**config.mk**
```make
export PLATFORM = sky130hd
export DESIGN_NAME = pwm_timebase_compare_sync
export DESIGN_NICKNAME = d
export VERILOG_FILES = /design/src/core/pwm_pkg.sv /design/src/core/pwm_timebase_compare_sync.sv
export SDC_FILE = /design/constraint.sdc
export NUM_CORES = 1
export LEC_CHECK = 0
export BUFFER_PORTS_ARGS = -buffer_cell sky130_fd_sc_hd__buf_2
export CORE_ASPECT_RATIO = 0.7
export CORE_UTILIZATION = 45
export CTS_CLUSTER_SIZE = 25
export DETAILED_ROUTE_END_ITERATION = 8
export PLACE_DENSITY_LB_ADDON = 0.15
export REMOVE_ABC_BUFFERS = 1
export SETUP_SLACK_MARGIN = 0.2
export SLEW_MARGIN = 30
export SYNTH_ARGS = -nofsm -noshare
export SYNTH_HDL_FRONTEND = slang
export SYNTH_SLANG_ARGS = --single-unit
```
**constraint.sdc**
```tcl
create_clock -name clk_i -period 2.3 [get_ports clk_i]
set_clock_uncertainty 0.15 [all_clocks]
set_input_delay 0 -clock clk_i [delete_from_list [all_inputs] [get_ports clk_i]]
set_output_delay 0 -clock clk_i [all_outputs]
set_load 0.05 [all_outputs]
```
**src/core/pwm_pkg.sv**
```systemverilog
// package: register map, field positions, reset values and types of the pwm block
package pwm_pkg;

  // ----------------------------------------------------------------
  // register byte addresses
  // ----------------------------------------------------------------
  localparam logic [7:0] time_base_control_addr = 8'h00;
  localparam logic [7:0] period_value_addr      = 8'h04;
  localparam logic [7:0] compare_shadow_addr    = 8'h08;
  localparam logic [7:0] compare_a_active_addr  = 8'h0c;
  localparam logic [7:0] phase_value_addr       = 8'h10;
  localparam logic [7:0] rise_delay_addr        = 8'h14;
  localparam logic [7:0] fall_delay_addr        = 8'h18;
  localparam logic [7:0] status_addr            = 8'h1c;

  // ----------------------------------------------------------------
  // control and status field positions
  // ----------------------------------------------------------------
  localparam int run_bit        = 0;
  localparam int load_lsb       = 1;
  localparam int sync_out_lsb   = 4;
  localparam int sync_in_en_bit = 6;
  localparam int sync_src_lsb   = 8;
  localparam int event_en_bit   = 10;
  localparam int act_up_lsb     = 12;
  localparam int act_down_lsb   = 14;
  localparam int dead_en_bit    = 16;
  localparam int force_sync_bit = 17;
  localparam int flag_bit       = 0;
  localparam int dir_bit        = 1;
  localparam int count_lsb      = 16;

  // ----------------------------------------------------------------
  // reset values
  // ----------------------------------------------------------------
  localparam logic [15:0] period_reset  = 16'h0000;
  localparam logic [15:0] compare_reset = 16'h0000;
  localparam logic [15:0] phase_reset   = 16'h0000;
  localparam logic [15:0] delay_reset   = 16'h0000;

  // ----------------------------------------------------------------
  // modes
  // ----------------------------------------------------------------
  typedef enum logic [1:0] {
    load_at_zero, load_at_period, load_at_both, load_now
  } load_mode_t;
  typedef enum logic [1:0] {
    sync_out_off, sync_out_pass, sync_out_zero, sync_out_none
  } sync_out_mode_t;
  typedef enum logic [1:0] {
    src_neighbour, src_timer, src_pin, src_none
  } sync_src_t;
  typedef enum logic [1:0] {
    act_none, act_low, act_high, act_toggle
  } action_t;

  typedef struct packed {
    logic           dead_en;
    action_t        act_down;
    action_t        act_up;
    logic           event_en;
    sync_src_t      sync_src;
    logic           sync_in_en;
    sync_out_mode_t sync_out_mode;
    load_mode_t     load_mode;
    logic           run;
  } control_t;

  typedef struct packed {
    logic       cyc;
    logic       stb;
    logic       we;
    logic [3:0] sel;
    logic [7:0] adr;
    logic [31:0] dat;
  } wb_req_t;

endpackage : pwm_pkg

```
**src/core/pwm_timebase_compare_sync.sv**
```systemverilog
// pwm channel pair: up-down time base, shadowed compare, actions, dead band, sync
//
// Notes on behaviour
// - sixteen bit counter runs against programmable period
// - up-count match drives high, down-count drives low
// - compare shadow loads into active at chosen point
// - period match raises event when enabled
// - delayed waveform and inverse give complementary pair
// - rising and falling delays programmed separately
// - opposite polarity selectable per count direction
// - counter zero can drive sync output
// - received sync can pass straight to output
// - sync input from neighbour, timer or pin
// - sync loads counter with programmed phase value
// - software force sync loads this module; the global force input hits several modules together
`timescale 1ns/10ps

module pwm_timebase_compare_sync #(
  parameter int width = 16
) (
  input  wire logic                 clk_i,
  input  wire logic                 rst_i,
  input  wire logic                 wb_cyc_i,
  input  wire logic                 wb_stb_i,
  input  wire logic                 wb_we_i,
  input  wire logic [3:0]           wb_sel_i,
  input  wire logic [7:0]           wb_adr_i,
  input  wire logic [31:0]          wb_dat_i,
  output logic      [31:0]          wb_dat_o,
  output logic                      wb_ack_o,
  input  wire logic                 sync_neighbour_i,
  input  wire logic                 sync_timer_i,
  input  wire logic                 sync_pin_i,
  input  wire logic                 global_force_sync_i,
  output logic                      sync_out_o,
  output logic                      pwm_a_o,
  output logic                      pwm_b_o,
  output logic                      period_event_o
);
  import pwm_pkg::*;

  // ----------------------------------------------------------------
  // registers
  // ----------------------------------------------------------------
  control_t         ctrl;
  logic [width-1:0] period_value;
  logic [width-1:0] compare_shadow;
  logic [width-1:0] compare_a_active;
  logic [width-1:0] phase_value;
  logic [width-1:0] rise_delay;
  logic [width-1:0] fall_delay;
  logic             period_flag;
  logic             soft_force_sync;

  logic [width-1:0] time_base_count;
  logic             count_up;
  logic             wave;
  logic [width-1:0] rise_cnt;
  logic [width-1:0] fall_cnt;
  logic             rise_out;
  logic             fall_out;
  logic [2:0]       pin_sync;
  logic             pin_level;
  logic             pin_event;
  logic             sync_event;
  logic             sync_rx;
  logic             at_zero;
  logic             at_period;
  logic             at_compare;
  logic             load_point;
  logic             bus_req;
  logic             bus_write;
  logic [31:0]      wdata;
  logic [31:0]      next_rdata;
  action_t          act;

  // ----------------------------------------------------------------
  // wishbone classic slave
  // ----------------------------------------------------------------
  // ack one cycle after the request; writes land on the ack edge
  assign bus_req   = wb_cyc_i & wb_stb_i;
  assign bus_write = bus_req & wb_we_i & wb_ack_o;

  always_comb begin
    for (int i = 0; i < 4; i++) begin
      wdata[i*8 +: 8] = wb_sel_i[i] ? wb_dat_i[i*8 +: 8] : 8'h00;
    end
  end

  always_ff @(posedge clk_i) begin
    if (rst_i) begin
      wb_ack_o <= 1'b0;
    end else begin
      wb_ack_o <= bus_req & ~wb_ack_o;
    end
  end

  always_comb begin
    next_rdata = 32'h0000_0000;
    unique case (wb_adr_i)
      time_base_control_addr: begin
        next_rdata[run_bit]           = ctrl.run;
        next_rdata[load_lsb +: 2]     = ctrl.load_mode;
        next_rdata[sync_out_lsb +: 2] = ctrl.sync_out_mode;
        next_rdata[sync_in_en_bit]    = ctrl.sync_in_en;
        next_rdata[sync_src_lsb +: 2] = ctrl.sync_src;
        next_rdata[event_en_bit]      = ctrl.event_en;
        next_rdata[act_up_lsb +: 2]   = ctrl.act_up;
        next_rdata[act_down_lsb +: 2] = ctrl.act_down;
        next_rdata[dead_en_bit]       = ctrl.dead_en;
      end
      period_value_addr:      next_rdata[width-1:0] = period_value;
      compare_shadow_addr:    next_rdata[width-1:0] = compare_shadow;
      compare_a_active_addr:  next_rdata[width-1:0] = compare_a_active;
      phase_value_addr:       next_rdata[width-1:0] = phase_value;
      rise_delay_addr:        next_rdata[width-1:0] = rise_delay;
      fall_delay_addr:        next_rdata[width-1:0] = fall_delay;
      status_addr: begin
        next_rdata[flag_bit] = period_flag;
        next_rdata[dir_bit]  = count_up;
        next_rdata[count_lsb +: width] = time_base_count;
      end
      default:                next_rdata = 32'h0000_0000;
    endcase
  end

  // unmapped reads give zero, unmapped writes are dropped, both acked
  always_ff @(posedge clk_i) begin
    if (rst_i) begin
      wb_dat_o <= 32'h0000_0000;
    end else if (bus_req & ~wb_ack_o & ~wb_we_i) begin
      wb_dat_o <= next_rdata;
    end
  end

  always_ff @(posedge clk_i) begin
    if (rst_i) begin
      ctrl         <= '0;
      period_value <= period_reset;
      phase_value  <= phase_reset;
      rise_delay   <= delay_reset;
      fall_delay   <= delay_reset;
    end else if (bus_write) begin
      unique case (wb_adr_i)
        time_base_control_addr: begin
          ctrl.run           <= wdata[run_bit];
          ctrl.load_mode     <= load_mode_t'(wdata[load_lsb +: 2]);
          ctrl.sync_out_mode <= sync_out_mode_t'(wdata[sync_out_lsb +: 2]);
          ctrl.sync_in_en    <= wdata[sync_in_en_bit];
          ctrl.sync_src      <= sync_src_t'(wdata[sync_src_lsb +: 2]);
          ctrl.event_en      <= wdata[event_en_bit];
          ctrl.act_up        <= action_t'(wdata[act_up_lsb +: 2]);
          ctrl.act_down      <= action_t'(wdata[act_down_lsb +: 2]);
          ctrl.dead_en       <= wdata[dead_en_bit];
        end
        period_value_addr:      period_value <= wdata[width-1:0];
        phase_value_addr:       phase_value <= wdata[width-1:0];
        rise_delay_addr:        rise_delay <= wdata[width-1:0];
        fall_delay_addr:        fall_delay <= wdata[width-1:0];
        default: ;
      endcase
    end
  end

  // self-clearing: a write of one gives a single sync pulse
  always_ff @(posedge clk_i) begin
    if (rst_i) begin
      soft_force_sync <= 1'b0;
    end else begin
      soft_force_sync <= bus_write & (wb_adr_i == time_base_control_addr)
                         & wdata[force_sync_bit];
    end
  end

  // ----------------------------------------------------------------
  // sync input
  // ----------------------------------------------------------------
  // the pin is asynchronous; a change counts when stages two and three agree
  always_ff @(posedge clk_i) begin
    if (rst_i) begin
      pin_sync  <= 3'h0;
      pin_level <= 1'b0;
    end else begin
      pin_sync <= {pin_sync[1:0], sync_pin_i};
      if (pin_sync[1] == pin_sync[2]) begin
        pin_level <= pin_sync[2];
      end
    end
  end

  assign pin_event = (pin_sync[1] == pin_sync[2]) & pin_sync[2] & ~pin_level;

  always_comb begin
    unique case (ctrl.sync_src)
      src_neighbour: sync_rx = sync_neighbour_i;
      src_timer:     sync_rx = sync_timer_i;
      src_pin:       sync_rx = pin_event;
      default:       sync_rx = 1'b0;
    endcase
  end

  // the global force reaches every module at once, bypassing any chain
  assign sync_event = (ctrl.sync_in_en & sync_rx) | soft_force_sync
                      | global_force_sync_i;

  // ----------------------------------------------------------------
  // time base
  // ----------------------------------------------------------------
  assign at_zero    = (time_base_count == '0);
  assign at_period  = (time_base_count == period_value);
  assign at_compare = (time_base_count == compare_a_active);

  // counts 0..period..0, so one cycle takes twice the period value
  always_ff @(posedge clk_i) begin
    if (rst_i) begin
      time_base_count <= '0;
      count_up        <= 1'b1;
    end else if (sync_event) begin
      time_base_count <= phase_value;
    end else if (ctrl.run) begin
      if (count_up) begin
        if (at_period) begin
          count_up        <= 1'b0;
          time_base_count <= time_base_count - 1'b1;
        end else begin
          time_base_count <= time_base_count + 1'b1;
        end
      end else if (at_zero) begin
        count_up        <= 1'b1;
        time_base_count <= time_base_count + 1'b1;
      end else begin
        time_base_count <= time_base_count - 1'b1;
      end
    end
  end

  // ----------------------------------------------------------------
  // compare double buffer
  // ----------------------------------------------------------------
  always_comb begin
    unique case (ctrl.load_mode)
      load_at_zero:   load_point = at_zero;
      load_at_period: load_point = at_period;
      load_at_both:   load_point = at_zero | at_period;
      load_now:       load_point = 1'b1;
    endcase
  end

  always_ff @(posedge clk_i) begin
    if (rst_i) begin
      compare_shadow <= compare_reset;
    end else if (bus_write & (wb_adr_i == compare_shadow_addr)) begin
      compare_shadow <= wdata[width-1:0];
    end
  end

  // a stopped counter still loads, so the first period uses the new value
  always_ff @(posedge clk_i) begin
    if (rst_i) begin
      compare_a_active <= compare_reset;
    end else if (load_point) begin
      compare_a_active <= compare_shadow;
    end
  end

  // ----------------------------------------------------------------
  // period event
  // ----------------------------------------------------------------
  // a new match in the clearing cycle wins over the clear
  always_ff @(posedge clk_i) begin
    if (rst_i) begin
      period_flag <= 1'b0;
    end else if (ctrl.run & at_period & ctrl.event_en) begin
      period_flag <= 1'b1;
    end else if (bus_write & (wb_adr_i == status_addr) & wdata[flag_bit]) begin
      period_flag <= 1'b0;
    end
  end

  assign period_event_o = period_flag & ctrl.event_en;

  // ----------------------------------------------------------------
  // action qualifier
  // ----------------------------------------------------------------
  // up_action=high, down_action=low is the usual form; swap for inversion
  assign act = count_up ? ctrl.act_up : ctrl.act_down;

  always_ff @(posedge clk_i) begin
    if (rst_i) begin
      wave <= 1'b0;
    end else if (ctrl.run & at_compare) begin
      unique case (act)
        act_low:    wave <= 1'b0;
        act_high:   wave <= 1'b1;
        act_toggle: wave <= ~wave;
        act_none:   wave <= wave;
      endcase
    end
  end

  // ----------------------------------------------------------------
  // dead band
  // ----------------------------------------------------------------
  // rise_out follows wave up only after rise_delay cycles
  always_ff @(posedge clk_i) begin
    if (rst_i) begin
      rise_cnt <= '0;
      rise_out <= 1'b0;
    end else if (!wave) begin
      rise_cnt <= '0;
      rise_out <= 1'b0;
    end else if (rise_cnt >= rise_delay) begin
      rise_out <= 1'b1;
    end else begin
      rise_cnt <= rise_cnt + 1'b1;
    end
  end

  // fall_out follows wave down only after fall_delay cycles
  always_ff @(posedge clk_i) begin
    if (rst_i) begin
      fall_cnt <= '0;
      fall_out <= 1'b0;
    end else if (wave) begin
      fall_cnt <= '0;
      fall_out <= 1'b1;
    end else if (fall_cnt >= fall_delay) begin
      fall_out <= 1'b0;
    end else begin
      fall_cnt <= fall_cnt + 1'b1;
    end
  end

  // rise_out high implies fall_out high, so a and b never overlap
  always_ff @(posedge clk_i) begin
    if (rst_i) begin
      pwm_a_o <= 1'b0;
      pwm_b_o <= 1'b0;
    end else if (ctrl.dead_en) begin
      pwm_a_o <= rise_out;
      pwm_b_o <= ~fall_out;
    end else begin
      pwm_a_o <= wave;
      pwm_b_o <= ~wave;
    end
  end

  // ----------------------------------------------------------------
  // sync output
  // ----------------------------------------------------------------
  always_ff @(posedge clk_i) begin
    if (rst_i) begin
      sync_out_o <= 1'b0;
    end else begin
      unique case (ctrl.sync_out_mode)
        sync_out_pass: sync_out_o <= sync_event;
        sync_out_zero: sync_out_o <= ctrl.run & at_zero;
        default:       sync_out_o <= 1'b0;
      endcase
    end
  end

endmodule : pwm_timebase_compare_sync

```
### Yosys cells after proc, flatten, opt, wreduce, memory -nomap -nowiden

Cells that the tools add are included.

* input port bits: 53
* output and inout port bits: 37
* flip-flop bits (word level): 204

* $lt $le $gt $ge: 2
* equal/unequal tests: 20
* add/subtract/negate cells: 4
* bitwise gates (word level): 28
* reductions and logical operators: 17
* multiplexer cells: 32

Operator list (count)
* 16-bit 2-to-1 mux: 5
* 16-bit by 1-bit adder with 16-bit output (second input constant): 3
* 3-bit one-hot mux with 7 select lines: 2
* 16-bit == test: 2
* 8-bit by 5-bit == test with 1-bit output (second input constant): 4
* 16-bit >= comparator: 2
* 4-bit one-hot mux with 7 select lines: 1
* 1-bit bitwise AND: 18
* 1-bit one-hot mux with 6 select lines: 3
* 8-bit by 4-bit == test with 1-bit output (second input constant): 2
* 16-bit logical NOT: 1
* 8-bit 2-to-1 mux: 2
* 2-bit one-hot mux with 8 select lines: 1
* 16-bit by 1-bit subtractor with 16-bit output (second input constant): 1
* 15-bit 2-to-1 mux: 1
* 2-bit AND reduction: 7
* 2-bit == test (second input constant): 6
* 1-bit 2-to-1 mux: 9
* 2-bit by 1-bit == test with 1-bit output (second input constant): 4
* 8-bit by 3-bit == test with 1-bit output (second input constant): 1
* 8-bit logical NOT: 1
* 1-bit inverter: 7
* 1-bit one-hot mux with 7 select lines: 1
* 2-bit logical NOT: 3
* other kinds (8): 16

### Longest topological paths before layout

Gate-level depths: netlist of run 1.

* word-level depth: 9
* depth in mapped cells: 11
* depth with buffers taken out: 9

### Worst setup path before layout of run 1

OpenSTA, ideal clock, no wires.

* path type: reg-to-reg
* from: register time_base_count[1]
* to: register time_base_count[9]
* arrival: 2.257 ns
* cell stages (with the launch flop): 9
* clock period less this slack: 2.529 ns
* path buffers: 1
* slack: -0.229 ns
* cells stage by stage: dfxtp_1 > buf_6 > xnor2_4 > nand4_4 > o41ai_4 > nand2_1 > nor3_1 > mux2_2 > a311o_1

* longest elaborated chain between the ends: 5
* elaborated cells between the ends (all ways): 9
* those cells by class: 2 x add/sub; 1 x eq/ne; 5 x mux; 1 x reduce/logical

Ends and longest elaborated chain
* from (decl): RTL line pwm_timebase_compare_sync.sv:55 `logic [width-1:0] time_base_count;`
* from (signal assigned): RTL line pwm_timebase_compare_sync.sv:219 `time_base_count <= phase_value;`
* from (signal assigned): RTL line pwm_timebase_compare_sync.sv:224 `time_base_count <= time_base_count - 1'b1;`
* from (signal assigned): RTL line pwm_timebase_compare_sync.sv:226 `time_base_count <= time_base_count + 1'b1;`
* 16-bit by 1-bit subtractor with 16-bit output, or another cell as far along: RTL line pwm_timebase_compare_sync.sv:224, pwm_timebase_compare_sync.sv:232
* 16-bit 2-to-1 mux (on tied branches): RTL line pwm_timebase_compare_sync.sv:228, pwm_timebase_compare_sync.sv:222
* 16-bit 2-to-1 mux (*): RTL line pwm_timebase_compare_sync.sv:221 `if (count_up) begin`
* 16-bit 2-to-1 mux (*): RTL line pwm_timebase_compare_sync.sv:220 `end else if (ctrl.run) begin`
* 16-bit 2-to-1 mux (*): RTL line pwm_timebase_compare_sync.sv:218 `end else if (sync_event) begin`

Every way passes the cells marked *; elsewhere a longest branch is shown, timed or not. The select of a mux whose other input is x is not followed.
A chain may end at the register's enable or synchronous reset.

### Final worst setup path of run 1

* from: register period_value[7]
* to: register time_base_count[9]

* longest elaborated chain between the ends: 5

Ends and longest elaborated chain
* from (decl): RTL line pwm_timebase_compare_sync.sv:46 `logic [width-1:0] period_value;`
* from (signal assigned): RTL line pwm_timebase_compare_sync.sv:139 `period_value <= period_reset;`
* from (signal assigned): RTL line pwm_timebase_compare_sync.sv:156 `period_value_addr: period_value <= wdata[width-1:0];`
* 16-bit == test: RTL line pwm_timebase_compare_sync.sv:210 `assign at_period = (time_base_count == period_value);`
* 16-bit 2-to-1 mux: RTL line pwm_timebase_compare_sync.sv:222 `if (at_period) begin`
* 16-bit 2-to-1 mux: RTL line pwm_timebase_compare_sync.sv:221
* 16-bit 2-to-1 mux: RTL line pwm_timebase_compare_sync.sv:220
* 16-bit 2-to-1 mux: RTL line pwm_timebase_compare_sync.sv:218

No other way between the ends. The select of a mux whose other input is x is not followed.

==> results.md, run 1 <==
* Status: finished, violations left
* Failing checks: setup timing
* Simple logic cell fraction of the synthesized area at 23.7%
* Final instance area at 15100 µm²
* GP Congestion at 0.916
* Worst vdd ir at 0.000482 V
* Syn avg cell area at 7.99 µm²
* Number of flops mapped to enable cells by yosys at 0
* Crit path to: time_base_count[9]
* Post-Synth XOR/XNOR Area at 4.54%
* Fin. Hold Viols at 0
* Worst hold path type: input pin to flop
* Worst R2R Setup Slack at -0.19 ns
* Int Power at 0.00588 W
* Synth Area in Adders at 4.54%
* Worst-Margin Slew at 0.758 ns
* DR vias/cell at 5.78
* Syn. warnings at 0
* Non-Filler Instances at 1950
* Antenna violations before repair at 1
* Leak at 6.05 nW
* Final ANT Viol Nets at 0
* Die ar. at 24500 µm²
* Startpoint Class: flop
* Max-cap violations at 0
* Fraction of registers with async set or reset after synthesis at 0%
* #FFs+latches synth at 204
* Post-synthesis sequential area ratio at 38.0%
* Num CTS Buffers at 22
* Largest family of logic cells by synthesized area: simple AND/OR/NAND/NOR gates
* Mapped Area at 10700 µm²
* Clock Power Share at 47.0%
* Initial Utilization at 46.6%
* DR WL/cell at 20.2 µm
* Clock Sinks at 204
* Fraction of layout cells with a size suffix above 1 at 34.2%
* Layout area overhead at 40.5%
* Worst-case clock buffer depth at 3
* Post-layout min period at 2.49 ns
* Antenna diodes at 0
* Origin of the worst setup path: period_value[7]
* Port Buf Inserts at 74
* Worst hold slack at 0.0181 ns
* Worst Hold Depth at 6
* I/O pins at 90
* CP Class: flop to flop
* Routed WL at 39400 µm
* CP required at 2.54 ns
* H-Tree Depth at 1
* Most frequent cells in the layout: nor2_1, buf_4, dfxtp_1
* Ys flop type: dfxtp_1
* CTS root buffer: clkbuf_16
* Dpl hpwl at 27200 µm
* Cells after Synth at 1343
* Compound-Gate Fraction of Synth Area at 18.1%
* Combinational Power Share at 7.3%
* Synth unique cells at 78
* Row count at 46
* RSZ-0062 raised after global routing: true
* Worst R2R End: time_base_count[9]
* Pre-CTS setup slack at -0.371 ns
* Reg2Reg Depth at 8
* Crit path DAT at 2.74 ns
* Worst setup EP type: flop
* Switching pwr at 0.00186 W
* Via Count at 11300
* Gr usage total at 30.6%
* Final Util at 65.5%
* Initial DRC Count at 1285
* Fill cells at 1967
* Die W at 187 µm
* Clk slew on worst S/H paths at 0.07 ns
* Worst-path fanout max at 2
* Pwr dens at 514 nW/µm²
* Dpl cells at 1838
* Total core area at 23000 µm²
* Largest net degree at the start of global routing at 91
* Final slew viol count at 0
* First-pass DRT Iterations at 6
* Grt ovf at 0
* Final worst slack at -0.195 ns
* Vias in the first global route at 10500
* Net Sw Frac at 24.0%
* Clk_lat worst skew at 0.52 ns
* TritonCTS clock tree: done
* First-pass GRT wire length at 59000 µm
* Worst relative slew slack at 49.3%
* Multiplexer share of the synthesized area at 5.21%
* Final Net Count at 1715
* Final setup viols at 46
* Residual DRC at 0
* Register share of total power at 45.7%
* Period utilization at 108%
* Die height at 131 µm
* Worst reg2reg startpoint: period_value[7]
* Post-DP Area at 12600 µm²
* Commonest non-fill, non-tap cell in the layout: nor2_1
* Max Fclk at 401 MHz
==> cell usage after synthesis (18+ instances only) <==
cell type  count  area [µm²]
nand4_1       21         131
o21ai_0       31         155
mux2i_1       39         390
xor2_1        18         158
nand2_1       94         353
clkbuf_1      68         255
xnor2_1       24         210
ha_1          39         488
nor3_1        18        90.1
a21oi_1      166         831
inv_1         45         169
dfxtp_1      204        4080
nand3_1       51         255
nor2_1       267        1000
==> cells by family after synthesis <==
family / after synthesis
adders and majority gates: 39
buffers and inverters: 139
and+or+nand+nor: 545
muxes: 52
DFF: 204
xor gates and xnor gates: 48
AOI/OAI and AO/OA: 316
==> routing by layer <==
layer / up-vias / global-route usage, % / part of all wire, %
li1: 5294 / - / -
met1: 5402 / 46.3 / 47
met2: 517 / 43.9 / 41
met3: 65 / 6.09 / 9.9
met4: 0 / 7.10 / 2.2
met5: - / 0 / 0
==> critical path: stages (launching register included) <==
cell and delay, ns:
dfxtp_1 0.38, xnor2_1 0.15, nand4_1 0.14, buf_4 0.17, o41ai_4 0.37, nand2_1 0.15, nor3_2 0.19, mux2_2 0.35
a311o_1 0.32
==> power by group through the flow <==
stage,Clock [W],Sequential [W],Combinational [W]
3_3_place_gp,0,0.00363,0.000454
3_5_place_dp,0,0.00363,0.000454
5_1_grt,0.00380,0.00354,0.000590
2_1_floorplan,0,0.00365,0.000155
6_report,0.00364,0.00354,0.000567
4_1_cts,0.00366,0.00354,0.000514
==> state kept, by name (all words and copies together) (netlist names), 3 cells and up <==
register and flops:
wb_dat_o 32, compare_a_active 16, compare_shadow 16, fall_cnt 16
fall_delay 16, period_value 16, phase_value 16, rise_cnt 16
rise_delay 16, time_base_count 16, ctrl 14, pin_sync 3
==> worst min path at each step <==
stage | from | end
after detailed placement | sync_pin_i | pin_sync[0]
final | wb_adr_i[0] | wb_dat_o[17]
after global placement | sync_pin_i | pin_sync[0]
after CTS | wb_sel_i[0] | period_value[7]
after floorplan | rst_i | fall_out
after global routing | wb_adr_i[0] | wb_dat_o[17]
==> timing repair <==
action | CTS | global route
setup buffers | 21 | 14
resized for setup | 137 | 112
endpoints found under the setup margin | 66 | 85
pin swaps | 87 | 63
cloned | 2 | 1
hold buffers | 35 | 0
endpoints found under the hold margin | 148 | 0
==> metrics by stage <==
stage | power (W) | setup TNS [ns]
2_1_floorplan | 0.00380 | -12.30
3_3_place_gp | 0.00408 | -7.96
3_5_place_dp | 0.00408 | -8.98
4_1_cts | 0.00772 | -2.66
5_1_grt | 0.00793 | -7.29
6_report | 0.00775 | -3.98
==> final cells by class <==
class / count / area (µm²) / area share [%]
Multi-Input combinational cell: 1002 / 6950 / 46.0
Sequential cell: 204 / 4160 / 27.6
Timing Repair Buffer: 347 / 2690 / 17.8
Clock buffer: 35 / 681 / 4.51
Tap cell: 312 / 390 / 2.59
Inverter: 46 / 176 / 1.17
Clock inverter: 4 / 47.5 / 0.315
Note: power is estimated with default switching activity, not from simulation.
==> run 2: changes to the inputs <==
--- a/config.mk
+++ b/config.mk
@@ -11,7 +11,6 @@
 export CTS_CLUSTER_SIZE = 25
 export DETAILED_ROUTE_END_ITERATION = 8
 export PLACE_DENSITY_LB_ADDON = 0.15
-export REMOVE_ABC_BUFFERS = 1
 export SETUP_SLACK_MARGIN = 0.2
 export SLEW_MARGIN = 30
 export SYNTH_ARGS = -nofsm -noshare
==> run 2 against run 1 <==
Net effect: the flow still finishes with violations (setup timing); final area decreased by 2.6%; utilization decreased by 1.7 points; setup slack improved by 0.085 ns; flip-flop and latch count unchanged; global-route usage increased by 0.076 points; register-to-register slack improved by 0.08 ns; worst hold slack about the same; sequential share of layout area increased by 0.81 points; sequential power about the same; first-iteration DRC count decreased by 4.5%; cell count decreased by 2.2%; critical path type unchanged; largest power group unchanged.
==> results.md, run 2 (same netlist as run 1, synthesis figures left out) <==
* Final instance area at 14700 µm² (-2.6%)
* Hold_sp: wb_dat_i[15]
* CP Class: flop to flop
* First-pass GRT wire length at 58300 µm (-1.2%)
* Worst-case clock buffer depth at 3 (unchanged)
* CP max stage delay at 0.58 ns (+0.20 ns)
* Total core area at 23000 µm² (unchanged)
* Antenna diodes at 0 (unchanged)
* Largest Register: wb_dat_o
* Failing checks: setup timing
* DR vias/cell at 5.73 (-0.86%)
* Num CTS Buffers at 21 (-4.5%)
* Initial DRC Count at 1227 (-4.5%)
* Clk_lat worst skew at 0.51 ns (about the same)
* Buffer and inverter count on the worst path at 2 (+1)
* Max-cap violations at 0 (unchanged)
* Final worst slack at -0.110 ns (+0.0846 ns)
* Fraction of layout cells with a size suffix above 1 at 33.9% (-0.33 points)
* Top cell family by delay on the critical path: simple AND/OR/NAND/NOR gates
* Worst R2R Setup Slack at -0.11 ns (+0.08 ns)
* Largest register FFs at 32 (unchanged)
* RSZ-0062 raised after global routing: true
* Clock Sinks at 204 (unchanged)
* CP required at 2.52 ns (-0.02 ns)
* Fill cells at 2018 (+2.6%)
* Startpoint Class: flop
* Pwr dens at 521 nW/µm² (+1.5%)
* Origin of the worst setup path: time_base_count[15]
* Reg2Reg Depth at 9 (+1)
* Status: finished, violations left
* Worst reg2reg startpoint: time_base_count[15]
* Worst-Margin Slew at 0.752 ns (-0.00638 ns)
* Max Fclk at 415 MHz (+3.5%)
* Worst-path fanout max at 8 (+6)
* Die height at 131 µm (unchanged)
* TritonCTS clock tree: done
* Final Net Count at 1673 (-2.4%)
* Tot Pwr at 0.00766 W (-1.1%)
* Post-DP Area at 12500 µm² (-1.1%)
* Worst hold path type: input pin to flop
* Final ANT Viol Nets at 0 (unchanged)
* Leak at 5.89 nW (-2.5%)
* Gr usage total at 30.6% (+0.076 points)
* Clk slew on worst S/H paths at 0.06 ns (about the same)
* Row count at 46 (unchanged)
* Initial Utilization at 46.6% (unchanged)
* Routed WL at 39100 µm (-0.75%)
* Non-Filler Instances at 1907 (-2.2%)
* Final slew viol count at 0 (unchanged)
* Port Buf Inserts at 74 (unchanged)
* CTS root buffer: clkbuf_16
* Antenna violations before repair at 0 (-1)
* Worst vdd ir at 0.000603 V (+25%)
* Worst setup EP type: flop
* Fin. Hold Viols at 0 (unchanged)
* Worst Hold Depth at 5 (-1)
* CP max-delay cell: or4_4
* Via Count at 10900 (-3.0%)
* Synth Net Count at 1435
* Worst R2R End: compare_a_active[0]
* H-Tree Depth at 1 (unchanged)
* Period utilization at 105% (-3.7 points)
* Final setup viols at 33 (-28%)
* Die W at 187 µm (unchanged)
* GP Congestion at 0.994 (+8.6%)
* Worst-path cell chain: or4_4, nand3b_1, buf_6, nor2_4, mux2_4, o32a_4, clkbuf_16, mux2i_1, nor2_1
* Worst relative slew slack at 49.9% (+0.55 points)
* Pre-CTS setup slack at -0.205 ns (+0.166 ns)
* Vias in the first global route at 9949 (-5.6%)
* Crit path DAT at 2.63 ns (-0.11 ns)
* Die ar. at 24500 µm² (unchanged)
* Residual DRC at 0 (unchanged)
* Dpl hpwl at 27700 µm (+1.9%)
* I/O pins at 90 (unchanged)
* DR WL/cell at 20.5 µm (+1.5%)
* Grt ovf at 0 (unchanged)
* Layout area overhead at 36.8%
* Largest net degree at the start of global routing at 75 (-18%)
* Dpl cells at 1807 (-1.7%)
* Worst hold slack at 0.0177 ns (-0.000450 ns)
* Hold Path Sink: period_value[15]
* Commonest non-fill, non-tap cell in the layout: nor2_1
* Post-layout min period at 2.41 ns (-0.0846 ns)
* First-pass DRT Iterations at 5 (-1)
* Most frequent cells in the layout: nor2_1, buf_4, a21oi_1
-- run 2: report_power, final --
| part | total [W] | internal [W] | switching [W] |
|---|---|---|---|
| sequential | 0.00354 | 0.00353 | 0.00000788 |
| combinational | 0.000524 | 0.000190 | 0.000334 |
| clock | 0.00359 | 0.00210 | 0.00150 |
-- run 2: worst max-delay path by stage --
stage / depth (start not counted) / end / slack [ns]
after global placement: 6 / time_base_count[12] / -0.23
after global routing: 10 / rise_cnt[15] / -0.18
final: 9 / compare_a_active[0] / -0.11
after detailed placement: 8 / time_base_count[12] / -0.21
after CTS: 10 / time_base_count[4] / -0.10
after floorplan: 8 / time_base_count[9] / -0.22
-- run 2: timing repair --
item                                    in CTS  in global routing
gates cloned                                 1                  1
gates resized for setup                    134                 90
endpoints found under the setup margin      66                 69
hold buffers                                20                  0
pin swaps                                   69                 46
setup buffers                               29                 12
endpoints found under the hold margin      100                  0
-- run 2: metrics by stage --
step,utilization [%],TNS [ns]
2_1_floorplan,-,-1.14
3_3_place_gp,54.3,-3.23
3_5_place_dp,54.3,-4.15
4_1_cts,61.7,-1.72
5_1_grt,63.8,-5.13
6_report,63.8,-2.12
-- run 2: cell type report --
cell class	instances	area (µm²)	share of cell area [%]
multi-input cells	1000	6870	46.8
flip-flops and latches	204	4170	28.4
repair buffers	308	2380	16.2
clock buffers	31	623	4.24
well taps	312	390	2.66
inverters	46	173	1.18
clock inverters	6	83.8	0.571
-- run 2: routing by layer --
metal / wire length [µm] / vias to the layer above / track usage (%)
met5: 0 / - / 0
met3: 4550 / 54 / 9.99
met2: 16400 / 504 / 43.5
met4: 706 / 0 / 5.56
li1: - / 5212 / -
met1: 17400 / 5165 / 44.9
-- run 2: worst min-delay path: stages --
cell and delay (ns):
buf_2 0.07, nand2_1 0.27, nor2_1 0.18, a21oi_1 0.05
nor2_1 0.07
==> run 3: changes to the inputs <==
--- a/config.mk
+++ b/config.mk
@@ -5,6 +5,7 @@
 export SDC_FILE = /design/constraint.sdc
 export NUM_CORES = 1
 export LEC_CHECK = 0
+export ABC_CLOCK_PERIOD_IN_PS = 2000
 export BUFFER_PORTS_ARGS = -buffer_cell sky130_fd_sc_hd__buf_2
 export CORE_ASPECT_RATIO = 0.7
 export CORE_UTILIZATION = 45
==> constraint.sdc (replaced) <==
create_clock -name clk_i -period 2 [get_ports clk_i]
set_clock_uncertainty 0.15 [all_clocks]
set_input_delay 0 -clock clk_i [delete_from_list [all_inputs] [get_ports clk_i]]
set_output_delay 0 -clock clk_i [all_outputs]
set_load 0.05 [all_outputs]
==> run 3 against run 2 <==
Net effect: the flow still finishes with violations (setup timing); sequential power increased by 15%; count of clock-buffer cells in the layout decreased by 5; via count increased by 3.3%; routed wire length increased by 4.5%; fmax decreased by 0.79%; final area increased by 5.9%; worst hold slack improved by 0.0026 ns; global-route usage increased by 1.2 points; utilization increased by 3.8 points; critical path depth decreased by 1.
==> results.md, run 3 (same netlist as run 1, synthesis figures left out) <==
* Buffer and inverter count on the worst path at 1 (-1)
* Gr usage total at 31.9% (+1.2 points)
* Status: finished, violations left
* Max-cap violations at 0 (unchanged)
* Clk slew on worst S/H paths at 0.07 ns (about the same)
* CP max stage delay at 0.57 ns (about the same)
* Final Util at 67.6% (+3.8 points)
* Residual DRC at 0 (unchanged)
* Worst relative slew slack at 42.3% (-7.6 points)
* Top Usage Layer GRT: met1
* Worst Hold Depth at 5 (unchanged)
* DR vias/cell at 5.73 (about the same)
* RSZ-0062 raised after global routing: true
* Largest net degree at the start of global routing at 62 (-17%)
* Clock Sinks at 204 (unchanged)
* Failing checks: setup timing
* Leak at 6.30 nW (+6.8%)
* Hold_sp: wb_adr_i[1]
* Layout area overhead at 44.9%
* CTS root buffer: clkbuf_16
* Final worst slack at -0.429 ns (-0.319 ns)
* H-Tree Depth at 1 (unchanged)
* Antenna diodes at 0 (unchanged)
* CP Class: flop to flop
* Pwr dens at 610 nW/µm² (+17%)
* M1 GR Usage at 47.0% (+2.1 points)
* Top cell family by delay on the critical path: simple AND/OR/NAND/NOR gates
* Final slew viol count at 0 (unchanged)
* CP max-delay cell: or4_4
* Most frequent cells in the layout: nor2_1, buf_4, dfxtp_1
* Antenna violations before repair at 1 (+1)
* Port Buf Inserts at 74 (unchanged)
* Worst-case clock buffer depth at 3 (unchanged)
* Worst hold path type: input pin to flop
* Tot Pwr at 0.00949 W (+24%)
* Worst-path cell chain: or4_4, nand3b_1, nor2_2, mux2_4, o32a_4, buf_12, mux2i_2, nor2_1
* Total core area at 23000 µm² (unchanged)
* Initial Utilization at 46.6% (unchanged)
* Vias in the first global route at 10400 (+4.9%)
* Synth Net Count at 1435 (unchanged)
* Period utilization at 121% (+17 points)
* Dpl hpwl at 28500 µm (+3.0%)
* Clk_lat worst skew at 0.52 ns (about the same)
* I/O pins at 90 (unchanged)
* Origin of the worst setup path: time_base_count[15]
* Initial DRC Count at 1216 (-0.90%)
* Die ar. at 24500 µm² (unchanged)
* Reg2Reg Depth at 8 (-1)
* Max Fclk at 412 MHz (-0.79%)
* Fin. Hold Viols at 0 (unchanged)
* Die W at 187 µm (unchanged)
* Final instance area at 15600 µm² (+5.9%)
* Worst-path fanout max at 8 (unchanged)
* TritonCTS clock tree: done
* First-pass DRT Iterations at 6 (+1)
* Worst setup EP type: flop
* Routed WL at 40800 µm (+4.5%)
* Largest register FFs at 32 (unchanged)
* Fraction of layout cells with a size suffix above 1 at 37.1% (+3.3 points)
* Worst reg2reg startpoint: time_base_count[15]
* Worst-Margin Slew at 0.864 ns (+0.112 ns)
* Startpoint Class: flop
* Commonest non-fill, non-tap cell in the layout: nor2_1
* GP Congestion at 0.996 (+0.22%)
* Post-layout min period at 2.43 ns (+0.0193 ns)
* Met2 GRT Util at 46.1% (+2.6 points)
* Num CTS Buffers at 22 (+4.8%)
* Row count at 46 (unchanged)
* Die height at 131 µm (unchanged)
* Final setup viols at 68 (+110%)
* Final ANT Viol Nets at 0 (unchanged)
* M3 GR Usage at 7.96% (-2.0 points)
* CP required at 2.23 ns (-0.29 ns)
* Post-DP Area at 13000 µm² (+3.7%)
* Final Net Count at 1736 (+3.8%)
* Via Count at 11300 (+3.3%)
* Worst vdd ir at 0.000561 V (-7.1%)
* Grt ovf at 0 (unchanged)
* Largest Register: wb_dat_o
* First-pass GRT wire length at 60700 µm (+4.1%)
* Crit path DAT at 2.66 ns (+0.03 ns)
* Cell count along the critical path at 8 (-1)
* Setup TNS at -20.31 ns (-18.19 ns)
* DR WL/cell at 20.7 µm (+1.2%)
==> run 3: final timing paths <==
check,end,slack (ns)
worst max register to register,compare_a_active[10],-0.43
worst min-delay path,wb_dat_o[0],0.02
worst max-delay path,compare_a_active[10],-0.43
worst min register to register,pin_sync[1],0.29
==> run 3: stage by stage <==
step           hold slack [ns]  setup slack [ns]  instances
2_1_floorplan          -0.0317            -0.517       1343
3_3_place_gp            0.0623            -0.408       1854
3_5_place_dp            0.0782            -0.438       1854
4_1_cts               0.000281            -0.364       1952
5_1_grt                 0.0333            -0.491       1971
6_report                0.0203            -0.429       1971
==> run 3: final cells by class <==
type	count	area [µm²]
Fill cell	1874	7460
Multi-Input combinational cell	1002	7070
Sequential cell	204	4160
Timing Repair Buffer	368	2940
Clock buffer	26	607
Tap cell	312	390
Clock inverter	13	218
Inverter	46	173
==> run 3: worst register-to-register path, stage by stage (launching register included) <==
cell and delay, ns:
dfxtp_2 0.36, or4_4 0.57, nand3b_1 0.28, nor2_2 0.16
mux2_4 0.17, o32a_4 0.20, buf_12 0.15, mux2i_2 0.21
nor2_1 0.05
==> run 3: layer usage <==
layer | part of all wire, % | routed length [µm] | vias to the layer above
met5 | 0.027 | 11 | -
met1 | 46 | 18700 | 5326
met2 | 42 | 17000 | 542
li1 | - | - | 5343
met3 | 10 | 4210 | 88
met4 | 2.3 | 924 | 2
==> run 3: timing repair <==
action / 4_1_cts / 5_1_grt
cloned: 4 / 0
pin swaps: 83 / 57
hold buffers: 25 / 0
hold endpoints to repair: 130 / 0
setup buffers: 30 / 19
gates resized for setup: 150 / 102
endpoints found under the setup margin: 71 / 131
==> run 3: power by group <==
group	leakage [nW]	total [W]	internal (W)	switching, W
registers	1.67	0.00407	0.00406	0.0000102
logic	4.22	0.000704	0.000285	0.000419
clock network	0.407	0.00471	0.00294	0.00178
total	6.30	0.00949	0.00728	0.00221
